### src/core/ppp_regs.svh
// Register select codes, bit positions and reset values of the printer port.
// Included by the package users; holds definitions only.
`ifndef PPP_REGS_SVH
`define PPP_REGS_SVH
`define PPP_SEL_DATA 2'h0
`define PPP_SEL_STATUS 2'h1
`define PPP_SEL_CONTROL 2'h2
`define PPP_SEL_NONE 2'h3
`define PPP_CTL_STROBE 0
`define PPP_CTL_AUTOLF 1
`define PPP_CTL_INIT 2
`define PPP_CTL_SELIN 3
`define PPP_CTL_IRQGATE 4
`define PPP_CTL_RESET 5'h00
`define PPP_CTL_FILL 3'h7
`define PPP_STS_FILL 3'h7
`define PPP_DATA_RESET 8'h00
`endif

### src/core/ppp_pkg.sv
// Types shared by the printer port design files.
// Assumes ppp_regs.svh is visible to the including modules.
package ppp_pkg;
    typedef enum logic [1:0] {
        PPP_ACC_IDLE = 2'b00,
        PPP_ACC_READ = 2'b01,
        PPP_ACC_WRITE = 2'b10,
        PPP_ACC_BAD = 2'b11
    } ppp_acc_t;
endpackage

### src/core/ppp_buf2.sv
// Two-entry buffer with valid/ready on both sides.
// Assumes one clock, asynchronous active-low reset and a clock enable.
`timescale 1ns/10ps
module ppp_buf2 (
    input wire logic clk, // Clock
    input wire logic rst_b, // Async reset, active low
    input wire logic ce, // Clock enable
    input wire logic [7:0] in_data, // Word in
    input wire logic in_valid, // Word in is valid
    output logic in_ready, // Space available
    output logic [7:0] out_data, // Oldest word, muxed from storage by the read pointer
    output logic out_valid, // Oldest word valid
    input wire logic out_ready // Drain accepts word
);
    logic [7:0] mem_reg [0:1];
    logic [1:0] cnt_reg;
    logic rd_ptr_reg;
    logic wr_ptr_reg;
    logic push;
    logic pop;

    // Full and empty come straight from the count
    assign in_ready = (cnt_reg != 2'h2);
    assign out_valid = (cnt_reg != 2'h0);
    assign out_data = mem_reg[rd_ptr_reg];
    assign push = in_valid && in_ready;
    assign pop = out_valid && out_ready;

    // Storage writes
    always_ff @(posedge clk or negedge rst_b) begin
        if (!rst_b) begin
            mem_reg[0] <= 8'h00;
            mem_reg[1] <= 8'h00;
            wr_ptr_reg <= 1'b0;
        end else if (ce && push) begin
            mem_reg[wr_ptr_reg] <= in_data;
            wr_ptr_reg <= ~wr_ptr_reg;
        end
    end

    // Read pointer and occupancy
    always_ff @(posedge clk or negedge rst_b) begin
        if (!rst_b) begin
            rd_ptr_reg <= 1'b0;
            cnt_reg <= 2'h0;
        end else if (ce) begin
            if (pop) begin
                rd_ptr_reg <= ~rd_ptr_reg;
            end
            if (push && !pop) begin
                cnt_reg <= cnt_reg + 2'h1;
            end else if (pop && !push) begin
                cnt_reg <= cnt_reg - 2'h1;
            end
        end
    end
endmodule

### src/core/ppp_port.sv
// Printer parallel port: host-strobed register access, data/control lines.
// Assumes host strobes are synchronous to clk and held at least one cycle.
`timescale 1ns/10ps
`include "ppp_regs.svh"

// Notes on behaviour
// - Registers answer only while chip select low
// - Read or write chosen by active strobe
// - Data read returns live bus lines
// - Status read: top five bits printer status
// - Control read returns five control outputs
// - Control write sets five control outputs
// - Strobe asserted only while bus byte valid
// - Reset clears all five control outputs
// - Data write drives byte onto bus
module ppp_port
    import ppp_pkg::*;
(
    input wire logic clk, // 125 MHz clock
    input wire logic rst_b, // Async reset, active low
    input wire logic ce, // Clock enable, freezes state when low
    input wire logic port_chip_select_n, // Port select, active low
    input wire logic host_read_strobe_n, // Host read, active low
    input wire logic host_write_strobe_n, // Host write, active low
    input wire logic reg_select_high, // Address bit 1
    input wire logic reg_select_low, // Address bit 0
    input wire logic [7:0] host_wdata, // Host write data
    output logic [7:0] host_rdata, // Read data, registered
    output logic host_rdata_oe, // High while driving host data
    input wire logic [7:0] par_in, // Bus lines sampled
    output logic [7:0] par_out, // Bus lines driven
    output logic par_oe, // High while driving bus
    input wire logic printer_busy, // Printer occupied
    input wire logic printer_ack, // Handshake acknowledge
    input wire logic paper_out, // Paper out
    input wire logic printer_online, // Printer online
    input wire logic printer_fault, // Fault
    output logic printer_interrupt_gate, // Interrupt gate
    output logic select_in_output, // Select-in
    output logic printer_init, // Printer reset request
    output logic auto_line_advance, // Auto line advance
    output logic byte_valid_pulse // Byte-valid strobe
);
    ppp_acc_t acc;
    logic [1:0] sel;
    logic [4:0] ctl_reg;
    logic [7:0] rdata_reg;
    logic rd_oe_reg;
    logic [7:0] par_out_reg;
    logic par_valid_reg;
    logic [7:0] buf_data;
    logic buf_valid;
    logic buf_in_ready;
    logic wr_data_hit;
    logic wr_ctl_hit;
    logic wr_prev_reg;

    // Decode strobes into one access kind per cycle
    function automatic ppp_acc_t ppp_decode(input logic cs_n, input logic rd_n,
                                            input logic wr_n);
        if (cs_n) begin
            ppp_decode = PPP_ACC_IDLE;
        end else begin
            case ({rd_n, wr_n})
                2'b01: ppp_decode = PPP_ACC_READ;
                2'b10: ppp_decode = PPP_ACC_WRITE;
                2'b11: ppp_decode = PPP_ACC_IDLE;
                default: ppp_decode = PPP_ACC_BAD;
            endcase
        end
    endfunction

    assign acc = ppp_decode(port_chip_select_n, host_read_strobe_n,
                            host_write_strobe_n);
    assign sel = {reg_select_high, reg_select_low};

    // A write takes effect once, on the strobe's leading cycle
    always_ff @(posedge clk or negedge rst_b) begin
        if (!rst_b) begin
            wr_prev_reg <= 1'b0;
        end else if (ce) begin
            wr_prev_reg <= (acc == PPP_ACC_WRITE);
        end
    end

    assign wr_data_hit = (acc == PPP_ACC_WRITE) && !wr_prev_reg &&
                         (sel == `PPP_SEL_DATA);
    assign wr_ctl_hit = (acc == PPP_ACC_WRITE) && !wr_prev_reg &&
                        (sel == `PPP_SEL_CONTROL);

    // Data byte passes through a two-entry buffer toward the bus
    ppp_buf2 u_buf (
        .clk(clk),
        .rst_b(rst_b),
        .ce(ce),
        .in_data(host_wdata),
        .in_valid(wr_data_hit),
        .in_ready(buf_in_ready),
        .out_data(buf_data),
        .out_valid(buf_valid),
        .out_ready(!byte_valid_pulse)
    );

    // Bus output register; holding while strobe is high keeps byte stable
    always_ff @(posedge clk or negedge rst_b) begin
        if (!rst_b) begin
            par_out_reg <= `PPP_DATA_RESET;
            par_valid_reg <= 1'b0;
        end else if (ce && buf_valid && !byte_valid_pulse) begin
            par_out_reg <= buf_data;
            par_valid_reg <= 1'b1;
        end
    end

    assign par_out = par_out_reg;
    // The bus stays released until the first byte is written, so a reset
    // never leaves stale data driven toward the printer
    assign par_oe = par_valid_reg;

    // Control lines; strobe only taken while a byte is on the bus
    always_ff @(posedge clk or negedge rst_b) begin
        if (!rst_b) begin
            ctl_reg <= `PPP_CTL_RESET;
        end else if (ce && wr_ctl_hit) begin
            ctl_reg <= host_wdata[4:0];
            ctl_reg[`PPP_CTL_STROBE] <= host_wdata[`PPP_CTL_STROBE] &&
                                        par_valid_reg && !buf_valid;
        end
    end

    assign printer_interrupt_gate = ctl_reg[`PPP_CTL_IRQGATE];
    assign select_in_output = ctl_reg[`PPP_CTL_SELIN];
    assign printer_init = ctl_reg[`PPP_CTL_INIT];
    assign auto_line_advance = ctl_reg[`PPP_CTL_AUTOLF];
    assign byte_valid_pulse = ctl_reg[`PPP_CTL_STROBE];

    // Read data register; invalid selects keep the last value
    always_ff @(posedge clk or negedge rst_b) begin
        if (!rst_b) begin
            rdata_reg <= 8'hFF;
            rd_oe_reg <= 1'b0;
        end else if (ce) begin
            rd_oe_reg <= (acc == PPP_ACC_READ) && (sel != `PPP_SEL_NONE);
            if (acc == PPP_ACC_READ) begin
                case (sel)
                    `PPP_SEL_DATA: rdata_reg <= par_in;
                    `PPP_SEL_STATUS: rdata_reg <= {printer_busy, printer_ack,
                        paper_out, printer_online, printer_fault,
                        `PPP_STS_FILL};
                    `PPP_SEL_CONTROL: rdata_reg <= {`PPP_CTL_FILL,
                        ctl_reg};
                    default: rdata_reg <= rdata_reg;
                endcase
            end
        end
    end

    assign host_rdata = rdata_reg;
    assign host_rdata_oe = rd_oe_reg;

    // Access checks; the reset check looks one edge on, since the flops
    // may only settle at the first edge of a power-up reset
    AST_CTL_RESET: assert property (@(posedge clk)
        !rst_b |=> ctl_reg == `PPP_CTL_RESET)
        else $error("control lines not clear in reset");
    AST_CTL_WRITE: assert property (@(posedge clk)
        disable iff (!rst_b)
        ce && wr_ctl_hit |=> ctl_reg[4:1] == $past(host_wdata[4:1]))
        else $error("control write lost");
    AST_NO_SEL: assert property (@(posedge clk)
        disable iff (!rst_b)
        ce && port_chip_select_n |=> $stable(ctl_reg))
        else $error("control changed while deselected");
    AST_NO_SEL_RD: assert property (@(posedge clk)
        disable iff (!rst_b)
        ce && port_chip_select_n |=> !rd_oe_reg && $stable(rdata_reg))
        else $error("read answered while deselected");
    AST_RD_OE: assert property (@(posedge clk)
        disable iff (!rst_b)
        ce && acc == PPP_ACC_READ && sel != `PPP_SEL_NONE |=> rd_oe_reg)
        else $error("valid read not driven");
    AST_BOTH_STB: assert property (@(posedge clk)
        disable iff (!rst_b)
        ce && acc == PPP_ACC_BAD |=> !rd_oe_reg && $stable(ctl_reg))
        else $error("access with both strobes acted");

    // Bus checks; a strobe must sit on a settled, valid byte
    AST_STB_VALID: assert property (@(posedge clk)
        disable iff (!rst_b)
        byte_valid_pulse |-> par_valid_reg)
        else $error("strobe without bus byte");
    AST_STB_HOLD: assert property (@(posedge clk)
        disable iff (!rst_b)
        byte_valid_pulse |=> $stable(par_out_reg))
        else $error("bus byte changed under strobe");
    AST_STB_GATE: assert property (@(posedge clk)
        disable iff (!rst_b)
        ce && wr_ctl_hit && buf_valid |=> !byte_valid_pulse)
        else $error("strobe raised with byte pending");
    AST_DATA_OUT: assert property (@(posedge clk)
        disable iff (!rst_b)
        ce && wr_data_hit && !buf_valid && !byte_valid_pulse |=> ##1
        par_out_reg == $past(host_wdata, 2))
        else $error("data byte did not reach bus");

    // Read data and invalid write checks, one cycle after the sampled access
    AST_RD_DATA: assert property (@(posedge clk)
        disable iff (!rst_b)
        ce && acc == PPP_ACC_READ && sel == `PPP_SEL_DATA |=>
        rdata_reg == $past(par_in))
        else $error("data read wrong");
    AST_RD_STS_TOP: assert property (@(posedge clk)
        disable iff (!rst_b)
        ce && acc == PPP_ACC_READ && sel == `PPP_SEL_STATUS |=>
        rdata_reg[7:3] == $past({printer_busy, printer_ack, paper_out,
        printer_online, printer_fault}))
        else $error("status lines misplaced");
    AST_RD_STATUS: assert property (@(posedge clk)
        disable iff (!rst_b)
        ce && acc == PPP_ACC_READ && sel == `PPP_SEL_STATUS |=>
        rdata_reg[2:0] == 3'h7 && rdata_reg[6] == $past(printer_ack))
        else $error("status read wrong");
    AST_RD_CTL: assert property (@(posedge clk)
        disable iff (!rst_b)
        ce && acc == PPP_ACC_READ && sel == `PPP_SEL_CONTROL |=>
        rdata_reg == {3'h7, $past(ctl_reg)})
        else $error("control read wrong");
    AST_BAD_WR: assert property (@(posedge clk)
        disable iff (!rst_b)
        ce && acc == PPP_ACC_WRITE && sel[0] |=> $stable(ctl_reg))
        else $error("invalid write changed control");
    AST_BAD_RD: assert property (@(posedge clk)
        disable iff (!rst_b)
        ce && acc == PPP_ACC_READ && sel == `PPP_SEL_NONE |=>
        !rd_oe_reg && $stable(rdata_reg))
        else $error("invalid read answered");

    // Main scenarios that the bench should reach
    COV_DATA_WR: cover property (@(posedge clk) ce && wr_data_hit);
    COV_BAD_ACC: cover property (@(posedge clk) ce && acc == PPP_ACC_BAD);
    COV_STB: cover property (@(posedge clk) $rose(byte_valid_pulse));
    COV_FULL: cover property (@(posedge clk) !buf_in_ready);
    COV_STS_RD: cover property (@(posedge clk)
        acc == PPP_ACC_READ && sel == `PPP_SEL_STATUS);
endmodule

### config.mk
export PLATFORM = sky130hd
export DESIGN_NAME = ppp_port
export DESIGN_NICKNAME = d
export VERILOG_FILES = /design/src/core/ppp_pkg.sv /design/src/core/ppp_buf2.sv /design/src/core/ppp_port.sv
export VERILOG_INCLUDE_DIRS = /design/src /design/src/core
export SDC_FILE = /design/constraint.sdc
export NUM_CORES = 1
export LEC_CHECK = 0
export BUFFER_PORTS_ARGS = -buffer_cell sky130_fd_sc_hd__buf_4
export CORE_MARGIN = 1
export CORE_UTILIZATION = 52
export DETAILED_ROUTE_END_ITERATION = 6
export GPL_TIMING_DRIVEN = 0
export PLACE_DENSITY = 0.8
export RECOVER_POWER = 25
export SLEW_MARGIN = 20
export SYNTH_ARGS = -nofsm -noshare
export SYNTH_HDL_FRONTEND = slang
export SYNTH_SLANG_ARGS = --single-unit
### constraint.sdc
create_clock -name clk -period 2.4 [get_ports clk]
set_input_delay 0.24 -clock clk [delete_from_list [all_inputs] [get_ports clk]]
set_output_delay 0.24 -clock clk [all_outputs]
set_load 0.005 [all_outputs]
======== Word level (Yosys, flattened, before mapping) ========
Cells that the tools add are included.
storage, ports and cells
  flip-flop bits (word level) ............. 44
  output and inout bits ................... 23
  logic and storage cells ................. 67
operators by class
  equal/unequal tests ..................... 9
  reduce and logical (&&, ||, !) cells .... 27
  order comparisons ....................... 3
  bitwise logic cells ..................... 4
  muxes and demuxes ....................... 11
  add/subtract/negate cells ............... 2
operators by type and width
  operator             count
  $mux 8               4
  $pmux 8 s3           1
  $bwmux 16            1
  $logic_and 1x1->1    15
  $demux 8 s1          1
  $eq 2x2->1 const B   4
  $eq 2x1->1 const B   3
  $mux 2               3
  $pmux 2 s3           1
  $logic_not 1->1      5
  $ge 2x2->1 const B   2
  $ne 2x2->1 const B   2
  $not 1->2            2
  $reduce_and 2->1     2
  $reduce_bool 2->1    2
  $reduce_and 3->1     1
  $reduce_bool 3->1    1
  $add 2x1->2 const B  1
  $logic_not 2->1      1
  $lt 2x1->1 const B   1
  $not 1->1            2
  $sub 2x1->2 const B  1

======== Longest topological paths before layout ========
  word-level depth ........................ 11
  depth in mapped cells ................... 7
  depth with buffers taken out ............ 7

======== Cells and area by module ========
A second synthesis with hierarchy kept.
second synthesis, totals
  cell total of the unflattened synthesis .. 160
  area, all modules ....................... 2,173.3 um2
modules (own cells, without submodules)
  module    seq. area each (um2)  instances  area each (um2)  cells an instance
  ppp_port  610.6                 1          1,187.4          98
  ppp_buf2  500.5                 1          985.9            62

======== Worst setup path after synthesis ========
OpenSTA, ideal clock, no wires.
  kind .................................... register to register
  from .................................... register wr_prev_reg
  to ...................................... register u_buf.mem_reg[0] (netlist bit)
  arrival time ............................ 1.847 ns
  setup slack ............................. 0.428 ns
  cell stages (with the launch flop) ...... 5
  data required time ...................... 2.275 ns
  setup time .............................. 0.125 ns
  path through ............................ dfrtp_1 > or4b_4 > or4_4 > buf_6 > mux2_4
between the ends
  longest elaborated chain between the ends .. 5
RTL lines
  item                             line            RTL
  from (decl)                      ppp_port.sv:56  logic wr_prev_reg;
  from (signal assigned)           ppp_port.sv:82  wr_prev_reg <= (acc == PPP_ACC_WRITE);
  $logic_not 1->1                  ppp_port.sv:86  assign wr_data_hit = (acc == PPP_ACC_WRITE) && !wr_prev_reg &&
  $logic_and 1x1->1 (2 in series)  ppp_port.sv:86
  $logic_and 1x1->1                ppp_buf2.sv:26  assign push = in_valid && in_ready;
  $logic_and 1x1->1                ppp_buf2.sv:35  end else if (ce && push) begin
  to (signal, indexed assignment)  ppp_buf2.sv:36  mem_reg[wr_ptr_reg] <= in_data;
  to (decl)                        ppp_buf2.sv:15  logic [7:0] mem_reg [0:1];
Every way passes these cells.
A chain may end at the register's enable or synchronous reset.

======== Final worst setup path ========
  from .................................... register wr_prev_reg
  to ...................................... register u_buf.mem_reg[13] (netlist bit)
The elaborated chain is that of the path after synthesis.

==> results.toml <==
[run_status]
status = "complete, no violations"

[clock_network]
insertion_delay_ns = 0.29
h-tree-depth = 2
clk_path_buf_depth = 2
cts_tree = "built"
cts_buffers = 5
cts.sinks = 44
cts.clk_slew.worst_paths_ns = 0.08
ctsResizeCount = 0
root_buffer = "clkbuf_8"

[flow_run]
max_cap_viol_count = 0

[timing]
setup_violations = 0
post-route-min-period_ns = 2.12
fin_hold_ws_ns = 0.182
fin_tns_setup_ns = 0
max-slew-margin-rel = 0.298
fin_worst_skew_ns = 0.00624
rsz0062_at_grt = "false"
finalHoldViolations = 0
fmax_mhz = 471
finalCritPeriodShare = 0.885
setup_ws_ns = 0.276
slew_violations = 0
worstMarginPinSlew_ns = 1.05

[synthesis]
synth_top_area_share = 0.436
ys_types = 31
syn-num-nets = 199
synth_area_mm2 = 0.00207
synth_area_leaders = "dfrtp_1, mux2_2, dfstp_2"
ys_seq_elements = 44
synth_top_family_by_area = "multiplexers"
synth_adder_area_share = 0.0303
netlist_instances = 165
synth_async_sr_flop_share = 1.00
synth-xor-area-share = 0.0212
synth_ff_type = "dfrtp_1"
synth.avg_cell_area_um2 = 12.5
synth_edf_count = 0
yosys.area_share.simple = 0.0835
yosysWarningCount = 0
synth_compound_area_frac = 0.0908
synth-seq-area-share = 0.538
synth.mux.area_fraction = 0.211
synth_top_cell_by_area = "dfrtp_1"

[die]
die_area_mm2 = 0.00423
rows = 22
core_area_mm2 = 0.00374
ioPinCount = 52
fp.dieW_um = 65.0
die_h_um = 65.0
initial_utilization = 0.552

[placed_design]
post-place-ws_ns = -0.0379
portBuffers = 51
place_hpwl_um = 3340
gp_congestion = 0.791

[worst_hold_path]
hp-class = "input pin to flip-flop"

[critical_path]
end_kind = "flip-flop"
ff2ff_path_depth = 3
critical_path_arrival_ns = 2.30
r2r-start = "wr_prev_reg$_DFFE_PN0P_"
cp.required_ns = 2.58
crit_fanout = 8
crit_start = "wr_prev_reg$_DFFE_PN0P_"
rrSetupSlack_ns = 0.28
worstSetupPathType = "flip-flop to flip-flop"
start_kind = "flip-flop"
crit_path_end = "u_buf.mem_reg[13]$_DFFE_PN0P_"
worstReg2RegEnd = "u_buf.mem_reg[13]$_DFFE_PN0P_"

[finish]
final_util = 0.705
antennaDiodeCount = 0
largest_reg_flops = 16
area_growth_pct = 27.7
final_nets = 258
drive_above_1_share = 0.453

[pwr]
p_sw_frac = 0.293
cellInternalPower_uw = 1710
power.switching_uw = 709
p_per_area_mw_per_mm2 = 916
power_frac_comb = 0.306
seqPwrFrac = 0.466
p_clk_frac = 0.228
irDropWorstVdd_mv = 0.492
power_uw = 2420
p_leak_uw = 0.00128

[route]
vias = 1516
drc = 0
antenna_left = 0
routedWlPerCell_um = 17.3
first_pass_iters = 6
viasPerCell = 5.55
drt_iter0_drc = 46
routed_wl_um = 4730

[grt]
grt_pass1_wl_um = 7710
grt_max_degree = 45
antenna_found_initial = 0
grt_usage = 0.252
grt-ovfl-total = 0
grt_pass1_vias = 1573
## worst max-delay path, cell delays in order (launching register included)
cell and delay (ns):
dfrtp_1 0.42, or4b_4 0.55, nor4_4 0.64, mux2_2 0.41
## area by class of cell
cell class | instances | area (um^2)
Buffer | 8 | 37.5
Tap cell | 48 | 60.1
Timing Repair Buffer | 52 | 390
Inverter | 4 | 15.0
Fill cell | 298 | 1100
Sequential cell | 44 | 1110
Multi-Input combinational cell | 109 | 918
Clock buffer | 7 | 76.3
Clock inverter | 1 | 30.0
## layer usage
layer | global-route usage | vias to the layer above | part of all wire
li1 | - | 701 | -
met4 | 0.128 | 0 | 0.036
met2 | 0.413 | 46 | 0.52
met1 | 0.315 | 753 | 0.41
met3 | 0.0493 | 16 | 0.038
met5 | 0 | - | 0
## kinds of logic (layout without fill, tap and decap cells)
group | count (synthesis) | in the layout
compound gates | 35 | 35
xor+xnor | 5 | 5
fa+ha+maj | 5 | 5
buf+inv | 12 | 72
flops | 44 | 44
mux | 37 | 37
simple gates | 27 | 27
## through the flow
step,cells,area [um^2]
after CTS,273,2630
after detailed placement,264,2510
after global routing,273,2640
after global placement,264,2510
final,273,2640
after floorplan,165,2070
## power by group through the flow
stage / clock [uW] / combinational (uW) / sequential (uW)
5_1_grt: 591 / 811 / 1150
4_1_cts: 563 / 744 / 1130
6_report: 550 / 741 / 1130
3_5_place_dp: 0 / 735 / 1140
2_1_floorplan: 0 / 400 / 1110
3_3_place_gp: 0 / 699 / 1120
## worst min path at each step
stage,startpoint,end,slack (ns),depth (start not counted)
2_1_floorplan,rst_b,ctl_reg[0]$_DFFE_PN0P_,-0.06,0
3_3_place_gp,rst_b,wr_prev_reg$_DFFE_PN0P_,0.25,1
3_5_place_dp,rst_b,u_buf.cnt_reg[0]$_DFFE_PN0P_,0.27,1
4_1_cts,port_chip_select_n,wr_prev_reg$_DFFE_PN0P_,0.17,2
5_1_grt,host_wdata[6],u_buf.mem_reg[6]$_DFFE_PN0P_,0.17,2
6_report,host_wdata[6],u_buf.mem_reg[6]$_DFFE_PN0P_,0.18,2
## layout by cell type, fill, tap and decap left out
master	instances
buf_1	1
nor4_2	1
nor4_4	2
xor2_1	2
dfstp_2	8
bufinv_16	1
inv_1	4
a22oi_1	2
or4_4	1
clkbuf_2	1
and2b_1	1
o31ai_1	1
dlygate4sd3_1	1
mux2_4	8
or4b_4	1
or2_2	1
nor3_1	2
mux2i_1	8
or2b_2	1
clkbuf_8	5
dfrtp_1	36
a21oi_1	14
nor3b_1	1
nor2_1	9
buf_6	1
ha_1	5
o21bai_1	1
nand2b_1	3
o21ai_0	16
nand2_1	4
buf_4	50
a21o_1	1
xnor2_1	3
mux2_2	21
clkbuf_1	8
## synth_stat cells (3+ instances only)
master,number
a21oi_1,14
nor2_1,9
ha_1,5
inv_1,4
clkbuf_1,6
mux2i_1,8
dfstp_2,8
mux2_2,21
o21ai_0,16
mux2_4,8
nand2b_1,3
nand2_1,4
xnor2_1,3
dfrtp_1,36
## repair_timing
| item | CTS | global route |
|---|---|---|
| hold buffers | 1 | 0 |
| buffers inserted | 0 | 0 |
| hold endpoints to repair | 36 | 0 |
(Power assumes the default switching activity.)
